File: config.mk
export PLATFORM = sky130hd
export DESIGN_NAME = iepr_top
export DESIGN_NICKNAME = d
export VERILOG_FILES = /design/src/logic/iepr_pkg.sv /design/src/logic/iepr_bus_if.sv /design/src/logic/iepr_xctl.sv /design/src/logic/iepr_top.sv
export SDC_FILE = /design/constraint.sdc
export NUM_CORES = 1
export LEC_CHECK = 0
export ABC_AREA = 1
export BUFFER_PORTS_ARGS = -buffer_cell sky130_fd_sc_hd__buf_4
export CORE_ASPECT_RATIO = 0.6
export CORE_MARGIN = 3
export CORE_UTILIZATION = 50
export DETAILED_ROUTE_END_ITERATION = 12
export PLACE_DENSITY_LB_ADDON = 0.1
export SYNTH_ARGS = -nofsm -noshare
export SYNTH_HDL_FRONTEND = slang
export SYNTH_SLANG_ARGS = --single-unit
File: constraint.sdc
create_clock -name sys_clk -period 13.9 [get_ports sys_clk]
set_clock_uncertainty 0.1 [all_clocks]
set_input_delay 2.78 -clock sys_clk [delete_from_list [all_inputs] [get_ports sys_clk]]
set_output_delay 2.78 -clock sys_clk [all_outputs]
set_load 0.1 [all_outputs]
File: src/logic/iepr_pkg.sv
// Package with addresses, field positions and types of the register set.
package iepr_pkg;
  localparam logic [7:0] ADDR_AUX   = 8'ha1; // Break, switch, polarity.
  localparam logic [7:0] ADDR_EEN2  = 8'ha5; // Extended enable two.
  localparam logic [7:0] ADDR_EEN1  = 8'had; // Extended enable one.
  localparam logic [7:0] ADDR_EPR1L = 8'hae; // Extended priority one low.
  localparam logic [7:0] ADDR_EPR1H = 8'haf; // Extended priority one high.
  localparam logic [7:0] ADDR_PR0H  = 8'hb7; // Priority zero high.
  localparam logic [7:0] ADDR_PR0L  = 8'hb8; // Priority zero low.
  localparam logic [7:0] ADDR_XCTL  = 8'hc0; // External 2/3 control.
  localparam logic [7:0] RESET_VAL  = 8'h00; // Reset value of all registers.
  // Auxiliary register bits.
  localparam int AUX_BRK = 4;  // Break flag.
  localparam int AUX_M1  = 3;  // Modulator one switch flag.
  localparam int AUX_M0  = 2;  // Modulator zero switch flag.
  localparam int AUX_P1  = 1;  // External 1 polarity.
  localparam int AUX_P0  = 0;  // External 0 polarity.
  // Control register bits; external 3 sits at offset four above 2.
  localparam int XC_POL  = 3;  // Polarity of external 2.
  localparam int XC_EN   = 2;  // Enable of external 2.
  localparam int XC_PND  = 1;  // Pending flag of external 2.
  localparam int XC_TRG  = 0;  // Trigger kind of external 2.
  localparam int XC_HI   = 4;  // Distance to the external 3 field.
  // Extended enable one bits.
  localparam int E1_KBD  = 5;  // Keypad.
  localparam int E1_SF   = 3;  // System flag group.
  localparam int E1_ADC  = 1;  // Converter.
  localparam int E1_SPI  = 0;  // SPI.
  localparam int E2_RSV  = 5;  // Reserved bit of enable two.
  localparam int NSRC    = 24; // Number of interrupt sources.
  localparam int NSF     = 9;  // Flags in the system flag group.
  localparam logic [1:0] LVL_TOP = 2'h3; // Highest priority code.
  localparam logic [1:0] LVL_LOW = 2'h0; // Lowest priority code.
  typedef logic [1:0] iepr_lvl_t;        // Two-bit priority level.
endpackage

File: src/logic/iepr_bus_if.sv
// Interface carrying register write and pending-flag events between modules.
`timescale 1ns/10ps
interface iepr_bus_if;
  logic       wr_en;   // Write strobe.
  logic [7:0] addr;    // Register address.
  logic [7:0] wdata;   // Write data.
  logic [1:0] trig;    // Trigger detected for externals 2 and 3.
  logic [1:0] ack;     // Service start for externals 2 and 3.
  logic [7:0] ctl;     // Control register value.
  modport regs (input wr_en, addr, wdata, trig, ack, output ctl);
  modport top  (output wr_en, addr, wdata, trig, ack, input ctl);
endinterface

File: src/logic/iepr_xctl.sv
// Control register for externals 2 and 3: pending flags set by triggers that are detected in the top module.
`timescale 1ns/10ps
module iepr_xctl (
  input  wire logic sys_clk,   // System clock.
  input  wire logic rst,       // Asynchronous reset, active high.
  iepr_bus_if.regs  bus        // Bus and event carrier.
);
  logic [7:0] ctl_reg;  // Stored control register.
  logic [7:0] ctl_next; // Next value.
  assign bus.ctl = ctl_reg;

  // Hardware set wins over both service clear and software clear.
  always_comb begin
    ctl_next = ctl_reg;
    if (bus.wr_en && bus.addr == iepr_pkg::ADDR_XCTL) begin
      ctl_next = bus.wdata;
    end
    for (int i = 0; i < 2; i++) begin
      if (bus.ack[i]) begin
        ctl_next[iepr_pkg::XC_PND + i * iepr_pkg::XC_HI] = 1'b0;
      end
      if (bus.trig[i]) begin
        ctl_next[iepr_pkg::XC_PND + i * iepr_pkg::XC_HI] = 1'b1;
      end
    end
  end

  // Register update.
  always_ff @(posedge sys_clk or posedge rst) begin
    if (rst) begin
      ctl_reg <= iepr_pkg::RESET_VAL;
    end else begin
      ctl_reg <= ctl_next;
    end
  end

  a_pend_set: assert property (@(posedge sys_clk) disable iff (rst)
    bus.trig[0] |=> ctl_reg[iepr_pkg::XC_PND])
    else $error("pending flag two not set by trigger");
  a_pend_clr: assert property (@(posedge sys_clk) disable iff (rst)
    (bus.ack[1] && !bus.trig[1] && !bus.wr_en)
      |=> !ctl_reg[iepr_pkg::XC_PND + iepr_pkg::XC_HI])
    else $error("pending flag three not cleared on service");
endmodule

File: src/logic/iepr_top.sv
// Interrupt enable, priority and external interrupt control registers.
`timescale 1ns/10ps
module iepr_top (
  input  wire logic        sys_clk,        // System clock, 50 MHz.
  input  wire logic        rst,            // Asynchronous reset.
  input  wire logic        sfr_wr,         // Register write strobe.
  input  wire logic        sfr_rd,         // Register read strobe.
  input  wire logic [7:0]  sfr_addr,       // Register address.
  input  wire logic [7:0]  sfr_wdata,      // Write data.
  output logic      [7:0]  sfr_rdata,      // Read data, one cycle late.
  input  wire logic        global_irq_gate, // Global enable from core.
  input  wire logic        ext_irq_input_3, // External 3 pin, sync.
  input  wire logic        ext_irq_input_2, // External 2 pin, sync.
  input  wire logic [1:0]  ext_svc_ack,    // Service start, 3 and 2.
  input  wire logic        break_event,    // Enabled break source fired.
  input  wire logic        sw_break,       // Software break trigger.
  input  wire logic        signal_modulator_one,  // Modulator 1 switch.
  input  wire logic        signal_modulator_zero, // Modulator 0 switch.
  input  wire logic [5:0]  pwm_chan_en,    // Enabled PWM channels.
  input  wire logic [8:0]  sys_flags,      // System flag group flags.
  input  wire logic [8:0]  system_flag_source_enables, // Their enables.
  input  wire logic [23:0] src_flags,      // Other sources' own flags.
  input  wire logic        power_down,     // Idle or power-down mode.
  output logic      [5:0]  pwm_block,      // PWM channels held blocked.
  output logic             ext0_polarity_high, // External 0 sense.
  output logic             ext1_polarity_high, // External 1 sense.
  output logic      [23:0] irq_req,        // Gated requests.
  output logic      [47:0] irq_level,      // Two-bit level per source.
  output logic             cpu_wake        // Wake request.
);
  // ----------------------------------------------------------------------
  // Registers.
  // ----------------------------------------------------------------------
  logic [7:0] aux_break_polarity_flags_reg;   // Break, switch, polarity.
  logic [7:0] extended_enable_two_reg;        // Enable two.
  logic [7:0] extended_enable_one_reg;        // Enable one.
  logic [7:0] extended_priority_one_low_reg;  // Priority one low.
  logic [7:0] extended_priority_one_high_reg; // Priority one high.
  logic [7:0] priority_zero_high_reg;         // Priority zero high.
  logic [7:0] priority_zero_low_reg;          // Priority zero low.
  logic [7:0] aux_next;                       // Next auxiliary value.
  logic [1:0] pin_dly_reg;                    // Last pin samples, 2 and 3.
  logic [1:0] trig;                           // Trigger detected now.
  logic [7:0] ctl;                            // Control register view.
  logic       sf_req;                         // System flag group request.
  logic [23:0] req_next;                      // Next request vector.

  iepr_bus_if bus ();
  assign bus.wr_en = sfr_wr;
  assign bus.addr  = sfr_addr;
  assign bus.wdata = sfr_wdata;
  assign bus.trig  = trig;
  assign bus.ack   = ext_svc_ack; // Bit 0 is external 2, bit 1 external 3.
  assign ctl       = bus.ctl;

  iepr_xctl u_xctl (
    .sys_clk (sys_clk),
    .rst     (rst),
    .bus     (bus)
  );

  // Returns true when a write hits the given address.
  function automatic logic hit(input logic [7:0] a);
    return sfr_wr && sfr_addr == a;
  endfunction

  // Maps a bit of the extended priority one pair to its source number.
  function automatic int ext_one_slot(input int b);
    case (b)
      4:       return 14; // Serial 1.
      5:       return 11; // Keypad.
      6:       return 12; // Two-wire 0.
      7:       return 13; // Comparator 0.
      default: return b + 7; // SPI, converter, counter array, system flag.
    endcase
  endfunction

  // Detects the configured condition on one pin: level or edge, per sense.
  function automatic logic detect(input logic pin, input logic prev,
                                  input logic pol, input logic edg);
    logic act;
    logic act_prev;
    act      = pin ~^ pol;  // Active when pin matches sense.
    act_prev = prev ~^ pol;
    return edg ? (act && !act_prev) : act;
  endfunction

  // ----------------------------------------------------------------------
  // External 2 and 3 detection.
  // ----------------------------------------------------------------------
  // Remember pins so edges can be seen.
  always_ff @(posedge sys_clk or posedge rst) begin
    if (rst) begin
      pin_dly_reg <= 2'h3;
    end else begin
      pin_dly_reg <= {ext_irq_input_3, ext_irq_input_2};
    end
  end

  // Index 0 is external 2, index 1 external 3.
  always_comb begin
    trig[0] = detect(ext_irq_input_2, pin_dly_reg[0],
                     ctl[iepr_pkg::XC_POL], ctl[iepr_pkg::XC_TRG]);
    trig[1] = detect(ext_irq_input_3, pin_dly_reg[1],
                     ctl[iepr_pkg::XC_POL + iepr_pkg::XC_HI],
                     ctl[iepr_pkg::XC_TRG + iepr_pkg::XC_HI]);
  end

  // ----------------------------------------------------------------------
  // Auxiliary register: sticky flags, set wins over software clear.
  // ----------------------------------------------------------------------
  always_comb begin
    aux_next = aux_break_polarity_flags_reg;
    if (hit(iepr_pkg::ADDR_AUX)) begin
      aux_next = sfr_wdata;
    end
    if (break_event || sw_break) begin
      aux_next[iepr_pkg::AUX_BRK] = 1'b1;
    end
    if (signal_modulator_one) begin
      aux_next[iepr_pkg::AUX_M1] = 1'b1;
    end
    if (signal_modulator_zero) begin
      aux_next[iepr_pkg::AUX_M0] = 1'b1;
    end
  end

  // Auxiliary register storage.
  always_ff @(posedge sys_clk or posedge rst) begin
    if (rst) begin
      aux_break_polarity_flags_reg <= iepr_pkg::RESET_VAL;
    end else begin
      aux_break_polarity_flags_reg <= aux_next;
    end
  end

  // ----------------------------------------------------------------------
  // Enable and priority registers.
  // ----------------------------------------------------------------------
  always_ff @(posedge sys_clk or posedge rst) begin
    if (rst) begin
      extended_enable_two_reg <= iepr_pkg::RESET_VAL;
    end else if (hit(iepr_pkg::ADDR_EEN2)) begin
      // Reserved bit five is kept at zero in case software sets it.
      extended_enable_two_reg <= sfr_wdata & ~(8'h01 << iepr_pkg::E2_RSV);
    end
  end

  // Enable one, written whole.
  always_ff @(posedge sys_clk or posedge rst) begin
    if (rst) begin
      extended_enable_one_reg <= iepr_pkg::RESET_VAL;
    end else if (hit(iepr_pkg::ADDR_EEN1)) begin
      extended_enable_one_reg <= sfr_wdata;
    end
  end

  // Priority registers, each written whole.
  always_ff @(posedge sys_clk or posedge rst) begin
    if (rst) begin
      extended_priority_one_low_reg  <= iepr_pkg::RESET_VAL;
      extended_priority_one_high_reg <= iepr_pkg::RESET_VAL;
      priority_zero_high_reg         <= iepr_pkg::RESET_VAL;
      priority_zero_low_reg          <= iepr_pkg::RESET_VAL;
    end else begin
      if (hit(iepr_pkg::ADDR_EPR1L)) begin
        extended_priority_one_low_reg <= sfr_wdata;
      end
      if (hit(iepr_pkg::ADDR_EPR1H)) begin
        extended_priority_one_high_reg <= sfr_wdata;
      end
      if (hit(iepr_pkg::ADDR_PR0H)) begin
        priority_zero_high_reg <= sfr_wdata;
      end
      if (hit(iepr_pkg::ADDR_PR0L)) begin
        priority_zero_low_reg <= sfr_wdata;
      end
    end
  end

  // ----------------------------------------------------------------------
  // Read port: unmapped addresses read zero.
  // ----------------------------------------------------------------------
  always_ff @(posedge sys_clk or posedge rst) begin
    if (rst) begin
      sfr_rdata <= iepr_pkg::RESET_VAL;
    end else if (sfr_rd) begin
      case (sfr_addr)
        iepr_pkg::ADDR_AUX:   sfr_rdata <= aux_break_polarity_flags_reg;
        iepr_pkg::ADDR_EEN2:  sfr_rdata <= extended_enable_two_reg;
        iepr_pkg::ADDR_EEN1:  sfr_rdata <= extended_enable_one_reg;
        iepr_pkg::ADDR_EPR1L: sfr_rdata <= extended_priority_one_low_reg;
        iepr_pkg::ADDR_EPR1H: sfr_rdata <= extended_priority_one_high_reg;
        iepr_pkg::ADDR_PR0H:  sfr_rdata <= priority_zero_high_reg;
        iepr_pkg::ADDR_PR0L:  sfr_rdata <= priority_zero_low_reg;
        iepr_pkg::ADDR_XCTL:  sfr_rdata <= ctl;
        default:              sfr_rdata <= iepr_pkg::RESET_VAL;
      endcase
    end
  end

  // ----------------------------------------------------------------------
  // Request gating.
  // ----------------------------------------------------------------------
  assign sf_req = |(sys_flags & system_flag_source_enables);

  // Source numbering follows the service order: 0..6 in the base group
  // (external 0, timer 0, external 2, timer 1, serial 0, timer 2, DMA),
  // then enable one, external 3 and enable two.
  always_comb begin
    req_next = src_flags;
    req_next[2]  = ctl[iepr_pkg::XC_PND] & ctl[iepr_pkg::XC_EN];
    req_next[15] = ctl[iepr_pkg::XC_PND + iepr_pkg::XC_HI]
                 & ctl[iepr_pkg::XC_EN + iepr_pkg::XC_HI];
    req_next[7]  = src_flags[7] & extended_enable_one_reg[iepr_pkg::E1_SPI];
    req_next[8]  = src_flags[8] & extended_enable_one_reg[iepr_pkg::E1_ADC];
    req_next[9]  = src_flags[9] & extended_enable_one_reg[2];
    req_next[10] = sf_req & extended_enable_one_reg[iepr_pkg::E1_SF];
    req_next[11] = src_flags[11] & extended_enable_one_reg[iepr_pkg::E1_KBD];
    req_next[12] = src_flags[12] & extended_enable_one_reg[6];
    req_next[13] = src_flags[13] & extended_enable_one_reg[7];
    req_next[14] = src_flags[14] & extended_enable_one_reg[4];
    req_next[16] = src_flags[16] & extended_enable_two_reg[0];
    req_next[17] = src_flags[17] & extended_enable_two_reg[1];
    req_next[19] = src_flags[19] & extended_enable_two_reg[7];
    req_next[20] = src_flags[20] & extended_enable_two_reg[2];
    req_next[21] = src_flags[21] & extended_enable_two_reg[3];
    req_next[22] = src_flags[22] & extended_enable_two_reg[4];
    req_next[23] = src_flags[23] & extended_enable_two_reg[6];
    if (!global_irq_gate) begin
      req_next = '0;
    end
  end

  // Registered requests, wake, break blocking and polarity outputs.
  always_ff @(posedge sys_clk or posedge rst) begin
    if (rst) begin
      irq_req            <= '0;
      cpu_wake           <= 1'b0;
      pwm_block          <= '0;
      ext0_polarity_high <= 1'b0;
      ext1_polarity_high <= 1'b0;
    end else begin
      irq_req   <= req_next;
      // Wake only from an enabled external 2 or 3 pending flag.
      cpu_wake  <= power_down &&
                   ((ctl[iepr_pkg::XC_PND] && ctl[iepr_pkg::XC_EN]) ||
                    (ctl[iepr_pkg::XC_PND + iepr_pkg::XC_HI] &&
                     ctl[iepr_pkg::XC_EN + iepr_pkg::XC_HI]));
      pwm_block <= pwm_chan_en &
                   {6{aux_break_polarity_flags_reg[iepr_pkg::AUX_BRK]}};
      ext0_polarity_high <= aux_break_polarity_flags_reg[iepr_pkg::AUX_P0];
      ext1_polarity_high <= aux_break_polarity_flags_reg[iepr_pkg::AUX_P1];
    end
  end

  // Priority levels {high,low}; sources 19..23 only reach the top level.
  always_ff @(posedge sys_clk or posedge rst) begin
    if (rst) begin
      irq_level <= '0;
    end else begin
      for (int i = 0; i < 7; i++) begin
        irq_level[2*i +: 2] <= {priority_zero_high_reg[i],
                                priority_zero_low_reg[i]};
      end
      for (int i = 0; i < 8; i++) begin
        irq_level[2*ext_one_slot(i) +: 2] <=
          {extended_priority_one_high_reg[i],
           extended_priority_one_low_reg[i]};
      end
      irq_level[2*15 +: 2] <= {priority_zero_high_reg[7],
                               priority_zero_low_reg[7]};
      // Sources 16..18 keep the lowest level; 19..23 have only the top one.
      for (int i = 16; i < iepr_pkg::NSRC; i++) begin
        irq_level[2*i +: 2] <= (i >= 19) ? iepr_pkg::LVL_TOP
                                         : iepr_pkg::LVL_LOW;
      end
    end
  end

  a_break_sticky: assert property (@(posedge sys_clk) disable iff (rst)
    (aux_break_polarity_flags_reg[iepr_pkg::AUX_BRK] &&
     !hit(iepr_pkg::ADDR_AUX))
      |=> aux_break_polarity_flags_reg[iepr_pkg::AUX_BRK])
    else $error("break flag cleared without a write");
  a_break_block: assert property (@(posedge sys_clk) disable iff (rst)
    aux_break_polarity_flags_reg[iepr_pkg::AUX_BRK] ##1
      aux_break_polarity_flags_reg[iepr_pkg::AUX_BRK]
      |-> pwm_block == pwm_chan_en ||
          $past(pwm_chan_en) == pwm_block)
    else $error("enabled channels not blocked");
  a_mod_set: assert property (@(posedge sys_clk) disable iff (rst)
    signal_modulator_one |=> aux_break_polarity_flags_reg[iepr_pkg::AUX_M1])
    else $error("modulator one flag not set");
  a_gate_off: assert property (@(posedge sys_clk) disable iff (rst)
    !global_irq_gate |=> irq_req == '0)
    else $error("request passed with global gate clear");
  a_rsv_zero: assert property (@(posedge sys_clk) disable iff (rst)
    !extended_enable_two_reg[iepr_pkg::E2_RSV])
    else $error("reserved enable bit set");
  a_sf_group: assert property (@(posedge sys_clk) disable iff (rst)
    (global_irq_gate && extended_enable_one_reg[iepr_pkg::E1_SF] && sf_req)
      |=> irq_req[10])
    else $error("system flag request missing");
  a_no_wake: assert property (@(posedge sys_clk) disable iff (rst)
    !ctl[iepr_pkg::XC_EN] && !ctl[iepr_pkg::XC_EN + iepr_pkg::XC_HI]
      |=> !cpu_wake)
    else $error("wake with both enables clear");
endmodule

==> impl_results.md, run 1 <==
- Syn. warnings: 0
- Area taken by multi-input logic gates: approximately 0.0021 mm^2
- Pins Over Slew Limit: 0
- Clock Pin Slew Worst Setup and Hold Paths: 60 ps
- Min Tclk post-route: ~4200 ps
- Final hold vios: 0
- Worst EP arrival: 1270 ps
- Achievable frequency: approximately 0.24 GHz
- Drt wl/cell: approximately 17 um
- Outcome: complete, no violations
- Clk_lat worst skew: roughly 420 ps
- Dpl hpwl: about 11 mm
- Mux contribution to synthesized area: 0%
- Gp weighted congestion: ~0.94
- Total core area: between 0.01 and 0.015 mm^2
- Total routed wirelength: roughly 16 mm
- Ant. Diodes: 0
- CTS tree: yes
- Worst Path Required: 11020 ps
- Largest registers: irq_level (33), irq_req (24)
- Register Area: 0.00348 mm^2
- Slowest-stage cell, CP: dfrtp_1
- Synth Area in Adders: 0%
- Setup TNS: 0 ps
- Slowest stage delay, CP: 500 ps
- Post-synthesis cell count: about 650
- Top-level I/O count: between 150 and 200
- CTS Buf Count: 17
- Max Cap Viol: 0
- GRT Residual Overflow: 0
- Crit path max-delay family: flip-flops
- Via count: between 4000 and 5000
- Hold Crit Class: flop to flop
- # rows: 30
- Setup violations, final: 0
- Die height: between 90 and 100 um
- Synth Area in Compound Gates: ~5.9%
- Flops & latches, synth: 139
- CP startpoint kind: flop
- Syn Area/Cell: approximately 9 um^2
- Total power: about 0.0010 W
- Synthesis-to-layout area growth: 29.6%
- Antenna violation net count after detailed routing: 0
- H-Tree Depth: 4
- Fin crit share: 29.9%
- Starting Density: between 50% and 60%
- Post-cts resize count: 0
- Initial antenna violation count: 0
- Biggest register: irq_level
- Filler Cell Count: 937
- Worst Setup End Kind: output pin
- Simple-Gate Fraction of Synth Area: about 28%
- Worst Hold Slack: 297 ps
- Gr usage total: between 20% and 30%
- Critical path cell sequence: buf_4
- Sink Count: ~140
- LEAKAGE: approximately 4.4 nW
- Main combinational cell family by area after synthesis: simple AND/OR/NAND/NOR gates
- Max reg flops: 33
- Register area share after synthesis: 58.8%
- Critical setup path kind: flop to output pin
- Fin util: roughly 67%
- Max clock buf depth: 2
- Xor/xnor share of the synthesized area: 0%
- Routed vias/inst: roughly 5.2
- RSZ-0062 raised after global routing: no
- Largest net degree at the start of global routing: between 80 and 90
- Worst-Margin Slew: about 1100 ps
- Pre-Repair DR Iteration Count: 5
- Crit-path max FO: 10
- Root Driver: clkbuf_16
- VDD IR max: roughly 0.000092 V
- Die X: roughly 150 um
- Initial drt markers: 488
- Number of global-route vias before repair: 4833
- PD cells: ~140 mW/mm^2
- Die Footprint: 0.0132 mm^2
- Final nets: 870
- Post-CTS Setup Bufs: 0
- Layout cell share with drive strength beyond 1: 28.8%
- First-pass GRT wire length: approximately 26 mm
- Slew HR: ~30%
- Cts hold-fix bufs: 0
- CP Buf/Inv Count: 1
- Cell Area, Synth: 0.00592 mm^2
- Synth unique cells: 26
- PortBufs: around 160
- DRC: 0
final cells by class:
| type | instances | share of cell area [%] |
|---|---|---|
| Tap cell | 160 | 2.61 |
| Multi-Input combinational cell | 433 | 26.8 |
| Clock inverter | 13 | 1.83 |
| Clock buffer | 19 | 5.77 |
| Sequential cell | 139 | 45.3 |
| Inverter | 42 | 2.12 |
| Timing Repair Buffer | 159 | 15.5 |
cells in the mapped netlist:
| cell | instances | area share (%) |
|---|---|---|
| buf_6 | 3 | 0.57 |
| nand3_1 | 66 | 5.6 |
| nor2_8 | 3 | 1.0 |
| o21ai_0 | 56 | 4.7 |
| nand3_4 | 1 | 0.30 |
| nand2_1 | 220 | 14 |
| o21bai_1 | 1 | 0.13 |
| inv_2 | 6 | 0.38 |
| buf_2 | 6 | 0.51 |
| a22o_1 | 1 | 0.15 |
| dfstp_2 | 2 | 0.89 |
| nand2_4 | 7 | 1.3 |
| a21boi_0 | 1 | 0.13 |
| o21ai_1 | 2 | 0.17 |
| clkbuf_1 | 9 | 0.57 |
| nand4_1 | 1 | 0.11 |
| dfrtp_1 | 137 | 58 |
| or2_0 | 1 | 0.11 |
| buf_4 | 20 | 2.5 |
| nand2_2 | 7 | 0.74 |
| nor2_1 | 39 | 2.5 |
| conb_1 | 2 | 0.13 |
| o31ai_1 | 3 | 0.38 |
| inv_1 | 36 | 2.3 |
| nor2_4 | 15 | 2.9 |
| a21oi_1 | 2 | 0.17 |
metal layers:
layer	global-route usage, %	part of all wire [%]
met1	34.5	43
met2	37.1	45
met3	8.32	10
met4	7.90	1.5
met5	0	0
path summary, 6_finish.rpt:
kind / startpoint / to / slack, ps / cells after the start
setup / recovery: irq_level[38] / irq_level[41] / 9750 / 1
hold / removal: priority_zero_high_reg[1] / irq_level[3] / 300 / 0
hold reg to reg: priority_zero_high_reg[1] / irq_level[3] / 300 / 0
max in group asynchronous: rst / irq_req[9] / 9970 / 3
setup reg to reg: extended_priority_one_high_reg[1] / sfr_rdata[1] / 12680 / 6
min in group asynchronous: rst / irq_req[3] / 2280 / 2
cell families after synthesis:
group                  after synthesis
and+or+nand+nor                    360
DFF                                139
buffers and inverters               80
AOI/OAI and AO/OA                   66
other                                2
power by group:
group / leakage, nW / switching [W] / total, W / internal, W
combinational: 2.28 / 0.000127 / 0.000162 / 0.0000354
sequential: 1.81 / 0.0000113 / 0.000435 / 0.000424
clock: 0.277 / 0.000175 / 0.000445 / 0.000270
through the flow:
| step | std cells | setup WS [ps] | cell area [um^2] |
|---|---|---|---|
| 2_1_floorplan | 652 | 7300 | 5940 |
| 3_3_place_gp | 933 | 9510 | 7090 |
| 3_5_place_dp | 933 | 9450 | 7090 |
| 4_1_cts | 965 | 9740 | 7680 |
| 5_1_grt | 965 | 9690 | 7680 |
| 6_report | 965 | 9750 | 7680 |
cells in the final DEF (no fill, tap or decap):
cell        synthesis  final
a21boi_0            1      1
a21oi_1             2      2
a22o_1              1      1
buf_4              20    159
bufinv_16           0      2
clkbuf_1            9      1
clkbuf_16           0     17
clkbuf_8            0      1
clkinv_2            0      3
clkinvlp_4          0      4
conb_1              2      7
dfrtp_1           137    137
dfstp_2             2      2
inv_1              36     35
inv_2               6      6
inv_6               0      5
nand2_1           220    220
nand2_2             7      7
nand2_4             7      7
nand3_1            66     66
nand3_4             1      1
nand4_1             1      1
nor2_1             39     39
nor2_4             15     15
nor2_8              3      3
o21ai_0            56     56
o21ai_1             2      2
o21bai_1            1      1
o31ai_1             3      3
or2_0               1      1
Power figures use the tool's default switching activity.
==> run 2, diff against run 1 <==
==> constraint.sdc (replaced) <==
create_clock -name sys_clk -period 4.1 [get_ports sys_clk]
set_clock_uncertainty 0.1 [all_clocks]
set_input_delay 0.82 -clock sys_clk [delete_from_list [all_inputs] [get_ports sys_clk]]
set_output_delay 0.82 -clock sys_clk [all_outputs]
set_load 0.1 [all_outputs]
==> run 2 against run 1 <==
Final cell count rose by 0.31%; first-iteration DRC count fell by 19%; wire length rose by 1.1%; cell area rose by 1.2%.
==> impl_results.md, run 2 (synthesis gave the netlist of run 1 again) <==
- Via count: 5041
- Area taken by multi-input logic gates: 0.00206 mm^2
- CP Buf/Inv Count: 1
- Max Cap Viol: 0
- Top-level I/O count: around 170
- Clock Pin Slew Worst Setup and Hold Paths: ~60 ps
- # rows: 30
- Critical path cell sequence: buf_4
- Max reg flops: 33
- Commonest cells after routing, fill and taps aside: nand2_1, buf_4, dfrtp_1, nand3_1, o21ai_0
- RSZ-0062 raised after global routing: no
- Hold Crit Class: flop to flop
- Starting Density: 51.7%
- Critical setup path kind: flop to output pin
- VDD IR max: 0.000287 V
- Initial antenna violation count: 0
- Antenna violation net count after detailed routing: 0
- Worst Path Required: approximately 3200 ps
- Root Driver: clkbuf_16
- Worst Setup End Kind: output pin
- Post-CTS Setup Bufs: 0
- Pre-Repair DR Iteration Count: 7
- Die height: approximately 90 um
- Final worst slack: about 1900 ps
- Largest net degree at the start of global routing: 44
- Synthesis-to-layout area growth: 31.2%
- Min Tclk post-route: 2180 ps
- Total power: between 0.003 and 0.004 W
- Total core area: about 0.011 mm^2
- Final nets: between 800 and 900
- R2R cell count: 6
- Register Area: 0.00348 mm^2
- Slew HR: between 40% and 50%
- Most common cell after layout, fill and taps aside: nand2_1
- GRT Residual Overflow: 0
- Crit path max-delay family: flip-flops
- H-Tree Depth: 4
- Max clock buf depth: 2
- Outcome: complete, no violations
- Largest registers: irq_level (33), irq_req (24)
- Die X: 147 um
- Worst-Margin Slew: around 890 ps
- Drt wl/cell: ~17 um
- Reg2reg setup slack: between 2000 and 3000 ps
- Initial drt markers: roughly 390
- Layout cell share with drive strength beyond 1: between 20% and 30%
- Sink Count: between 100 and 150
- Worst Hold Slack: roughly 300 ps
- Filler Cell Count: ~930
- Post-cts resize count: 0
- First-pass GRT wire length: 25.8 mm
- Gp weighted congestion: roughly 0.94
- Cts hold-fix bufs: 0
- Routed vias/inst: around 5.2
- FF-to-FF End: sfr_rdata[1]
- Slowest-stage cell, CP: dfrtp_1
- Number of global-route vias before repair: slightly below 5000
- Crit-path max FO: 10
- CP startpoint kind: flop
- Die Footprint: between 0.01 and 0.015 mm^2
- Pins Over Slew Limit: 0
- Reg-to-Reg Start: extended_priority_one_high_reg[1]
- Fin crit share: around 53%
- CTS tree: yes
- Gr usage total: roughly a quarter
- Worst EP arrival: 1260 ps
- Achievable frequency: around 0.46 GHz
- Ant. Diodes: 0
- Setup violations, final: 0
- DRC: 0
- Slowest stage delay, CP: 490 ps
- Placement Setup Slack: 1630 ps
- Dpl hpwl: 11.4 mm
- Biggest register: irq_level
- Depth of the worst hold-timing path: 0
- Post-route non-filler standard cell count: 968
- Hold_sp: priority_zero_high_reg[4]
- Hold EP: irq_level[9]
- Post-placement cell count: 936
- CTS Buf Count: 17
- PD cells: about 470 mW/mm^2
- Clk_lat worst skew: around 430 ps
- Total routed wirelength: around 16 mm
- LEAKAGE: about 4.4 nW
- Final hold vios: 0
- PortBufs: 157
- Setup TNS: 0 ps
[run 2: changes by cell type in the layout (fill, tap and decap cells not counted), sizes merged]
| cell | before | now |
|---|---|---|
| inv | 46 | 43 |
| clkinv | 3 | 4 |
| buf | 159 | 162 |
| clkbuf | 19 | 22 |
| clkinvlp | 4 | 2 |
| bufinv | 2 | 3 |
[run 2: report_power, final]
group / leakage, nW / internal [W] / switching [W]
Combinational: 2.30 / 0.000125 / 0.000430
Sequential: 1.81 / 0.00144 / 0.0000376
Clock: 0.313 / 0.00104 / 0.000592
Total: 4.41 / 0.00260 / 0.00106
[run 2: cell type report]
| class | instances | share of cell area (%) |
|---|---|---|
| Sequential cell | 139 | 44.8 |
| Inverter | 42 | 2.08 |
| Clock inverter | 10 | 1.74 |
| Multi-Input combinational cell | 433 | 26.5 |
| Timing Repair Buffer | 162 | 16.0 |
| Clock buffer | 22 | 6.36 |
| Tap cell | 160 | 2.58 |
[run 2: through the flow]
stage / instance area [um^2] / util (%)
detailed placement: 7140 / 62.4
CTS: 7770 / 67.9
floorplan: 5950 / -
global route: 7770 / 67.9
finish: 7770 / 67.9
global placement: 7140 / 62.4
[run 2: worst max path at each step]
| stage | cells after the start | to | slack, ps | start |
|---|---|---|---|---|
| floorplan | 1 | aux_break_polarity_flags_reg[0] | 1450 | rst |
| global placement | 10 | sfr_rdata[1] | 1690 | sfr_addr[4] |
| detailed placement | 10 | sfr_rdata[2] | 1630 | sfr_addr[4] |
| CTS | 1 | irq_level[46] | 1900 | irq_level[38] |
| global route | 1 | irq_level[41] | 1850 | irq_level[38] |
| finish | 1 | irq_level[43] | 1920 | irq_level[38] |
[run 2: metal layers]
layer	up-vias	global-route usage [%]	share of wire, %
li1	2330	-	-
met1	2403	36.0	43
met2	277	36.5	44
met3	31	9.88	11
met4	0	6.89	1.7
met5	-	0	0
==> run 3, diff against run 2 <==
==> constraint.sdc (replaced) <==
create_clock -name sys_clk -period 2.04 [get_ports sys_clk]
set_clock_uncertainty 0.1 [all_clocks]
set_input_delay 0.408 -clock sys_clk [delete_from_list [all_inputs] [get_ports sys_clk]]
set_output_delay 0.408 -clock sys_clk [all_outputs]
set_load 0.1 [all_outputs]
==> run 3 against run 2 <==
Via count down 0.28%; first-iteration DRC count grew 8.7%; register-to-register slack got worse by 2100 ps; sequential share of layout area grew 0.11 points; die area unchanged; total power is 92% higher; clock power grew 81%; critical endpoint is now irq_level[40].
==> impl_results.md, run 3 (synthesis gave the netlist of run 1 again) <==
- Critical path cell sequence: buf_4
- Depth of the worst hold-timing path: 1
- DRC: 0
- Worst-Margin Slew: 499 ps
- Pre-Repair DR Iteration Count: 5
- Cts hold-fix bufs: 1
- Number of global-route vias before repair: 5095
- # rows: 30
- Fin crit share: slightly below 90%
- Final nets: 876
- Pins Over Slew Limit: 0
- Slowest-stage cell, CP: dfrtp_1
- Die X: about 150 um
- PD cells: 908 mW/mm^2
- Slew HR: roughly two thirds
- Initial antenna violation count: 0
- Clock Pin Slew Worst Setup and Hold Paths: approximately 60 ps
- Post-CTS Setup Bufs: 0
- CTS tree: yes
- Largest registers: irq_level (33), irq_req (24)
- Post-route non-filler standard cell count: roughly 970
- Reg2reg setup slack: slightly below 800 ps
- Root Driver: clkbuf_16
- Min Tclk post-route: around 1800 ps
- FF-to-FF End: sfr_rdata[2]
- Placement Setup Slack: between 150 and 200 ps
- Layout cell share with drive strength beyond 1: about 29%
- H-Tree Depth: 4
- LEAKAGE: between 4 and 5 nW
- Worst EP arrival: 1260 ps
- Final worst slack: 274 ps
- Hold EP: pin_dly_reg[1]
- Slowest stage delay, CP: about 490 ps
- GRT Residual Overflow: 0
- CP startpoint kind: flop
- Total core area: 0.0114 mm^2
- Worst Path Required: roughly 1500 ps
- Post-cts resize count: 0
- Biggest register: irq_level
- Setup TNS: 0 ps
- Routed vias/inst: 5.18
- First-pass GRT wire length: 26.1 mm
- Top-level I/O count: between 150 and 200
- Max reg flops: 33
- Starting Density: 51.7%
- Antenna violation net count after detailed routing: 0
- Total routed wirelength: ~16 mm
- Reg-to-Reg Start: extended_priority_one_high_reg[2]
- Gr usage total: 25.3%
- Filler Cell Count: between 900 and 1000
- Setup violations, final: 0
- Die Footprint: ~0.013 mm^2
- Design Area, Final: 0.00775 mm^2
- R2R cell count: 6
- Clk_lat worst skew: ~420 ps
- Max Cap Viol: 0
- Achievable frequency: around 0.57 GHz
- Dpl hpwl: about 12 mm
- Crit-path max FO: 10
- Final hold vios: 0
- Critical setup path kind: flop to output pin
- Post-placement cell count: ~940
- Worst Setup End Kind: output pin
- RSZ-0062 raised after global routing: no
- CP Buf/Inv Count: 1
- DP Area: a little over 0.007 mm^2
- VDD IR max: a little over 0.0006 V
- Total power: between 0.007 and 0.008 W
- Via count: just over 5000
- PortBufs: around 160
- Synthesis-to-layout area growth: 30.8%
- Sink Count: about 140
- Commonest cells after routing, fill and taps aside: nand2_1, buf_4, dfrtp_1, nand3_1, o21ai_0
- Most common cell after layout, fill and taps aside: nand2_1
- Hold Crit Class: primary input to flop
- Hold_sp: ext_irq_input_3
- Largest net degree at the start of global routing: 52
- Ant. Diodes: 0
- Drt wl/cell: around 17 um
- CTS Buf Count: 17
- Gp weighted congestion: between 0.9 and 1
- Outcome: complete, no violations
- Die height: around 90 um
- Max clock buf depth: 2
- Crit path max-delay family: flip-flops
- Initial drt markers: 427
[run 3: cell types whose count changed in the layout (fill, tap and decap cells not counted), sizes merged]
cell / previous run / this run
clkbuf: 22 / 24
dlygate4sd3: 0 / 1
buf: 162 / 164
clkinvlp: 2 / 3
bufinv: 3 / 2
inv: 43 / 41
[run 3: stage by stage]
| stage | hold WS (ps) | util, % |
|---|---|---|
| finish | 33.5 | 67.7 |
| global route | 20.8 | 67.7 |
| CTS | 21.4 | 67.7 |
| detailed placement | 292 | 62.7 |
| global placement | 285 | 62.7 |
| floorplan | 269 | - |
[run 3: layout make-up]
cell class | instances | area (um^2) | share of cell area, %
Sequential cell | 139 | 3480 | 44.9
Multi-Input combinational cell | 433 | 2060 | 26.5
Clock inverter | 8 | 98.8 | 1.28
Timing Repair Buffer | 165 | 1290 | 16.7
Tap cell | 160 | 200 | 2.58
Clock buffer | 24 | 462 | 5.96
Inverter | 42 | 161 | 2.08
[run 3: power by group]
group / internal (W) / leakage [nW] / total (W) / switching, W
clock: 0.00183 / 0.268 / 0.00295 / 0.00112
sequential: 0.00289 / 1.81 / 0.00297 / 0.0000769
combinational: 0.000258 / 2.32 / 0.00113 / 0.000868
[run 3: routing by layer]
metal  vias up  global-route usage, %  part of all wire, %
li1       2326                      -                    -
met1      2411                   35.1                   43
met2       250                   37.9                   44
met3        40                   8.83                   11
met4         0                   7.36                  2.0
met5         -                      0                    0
[run 3: how the worst max path moves through the flow]
| stage | start | end | cells past startpoint |
|---|---|---|---|
| 6_report | irq_level[38] | irq_level[40] | 1 |
| 5_1_grt | irq_level[38] | irq_level[38] | 1 |
| 4_1_cts | irq_level[38] | irq_level[46] | 1 |
| 3_5_place_dp | sfr_addr[6] | priority_zero_low_reg[0] | 8 |
| 3_3_place_gp | sfr_addr[6] | priority_zero_low_reg[6] | 8 |
| 2_1_floorplan | rst | aux_break_polarity_flags_reg[0] | 1 |
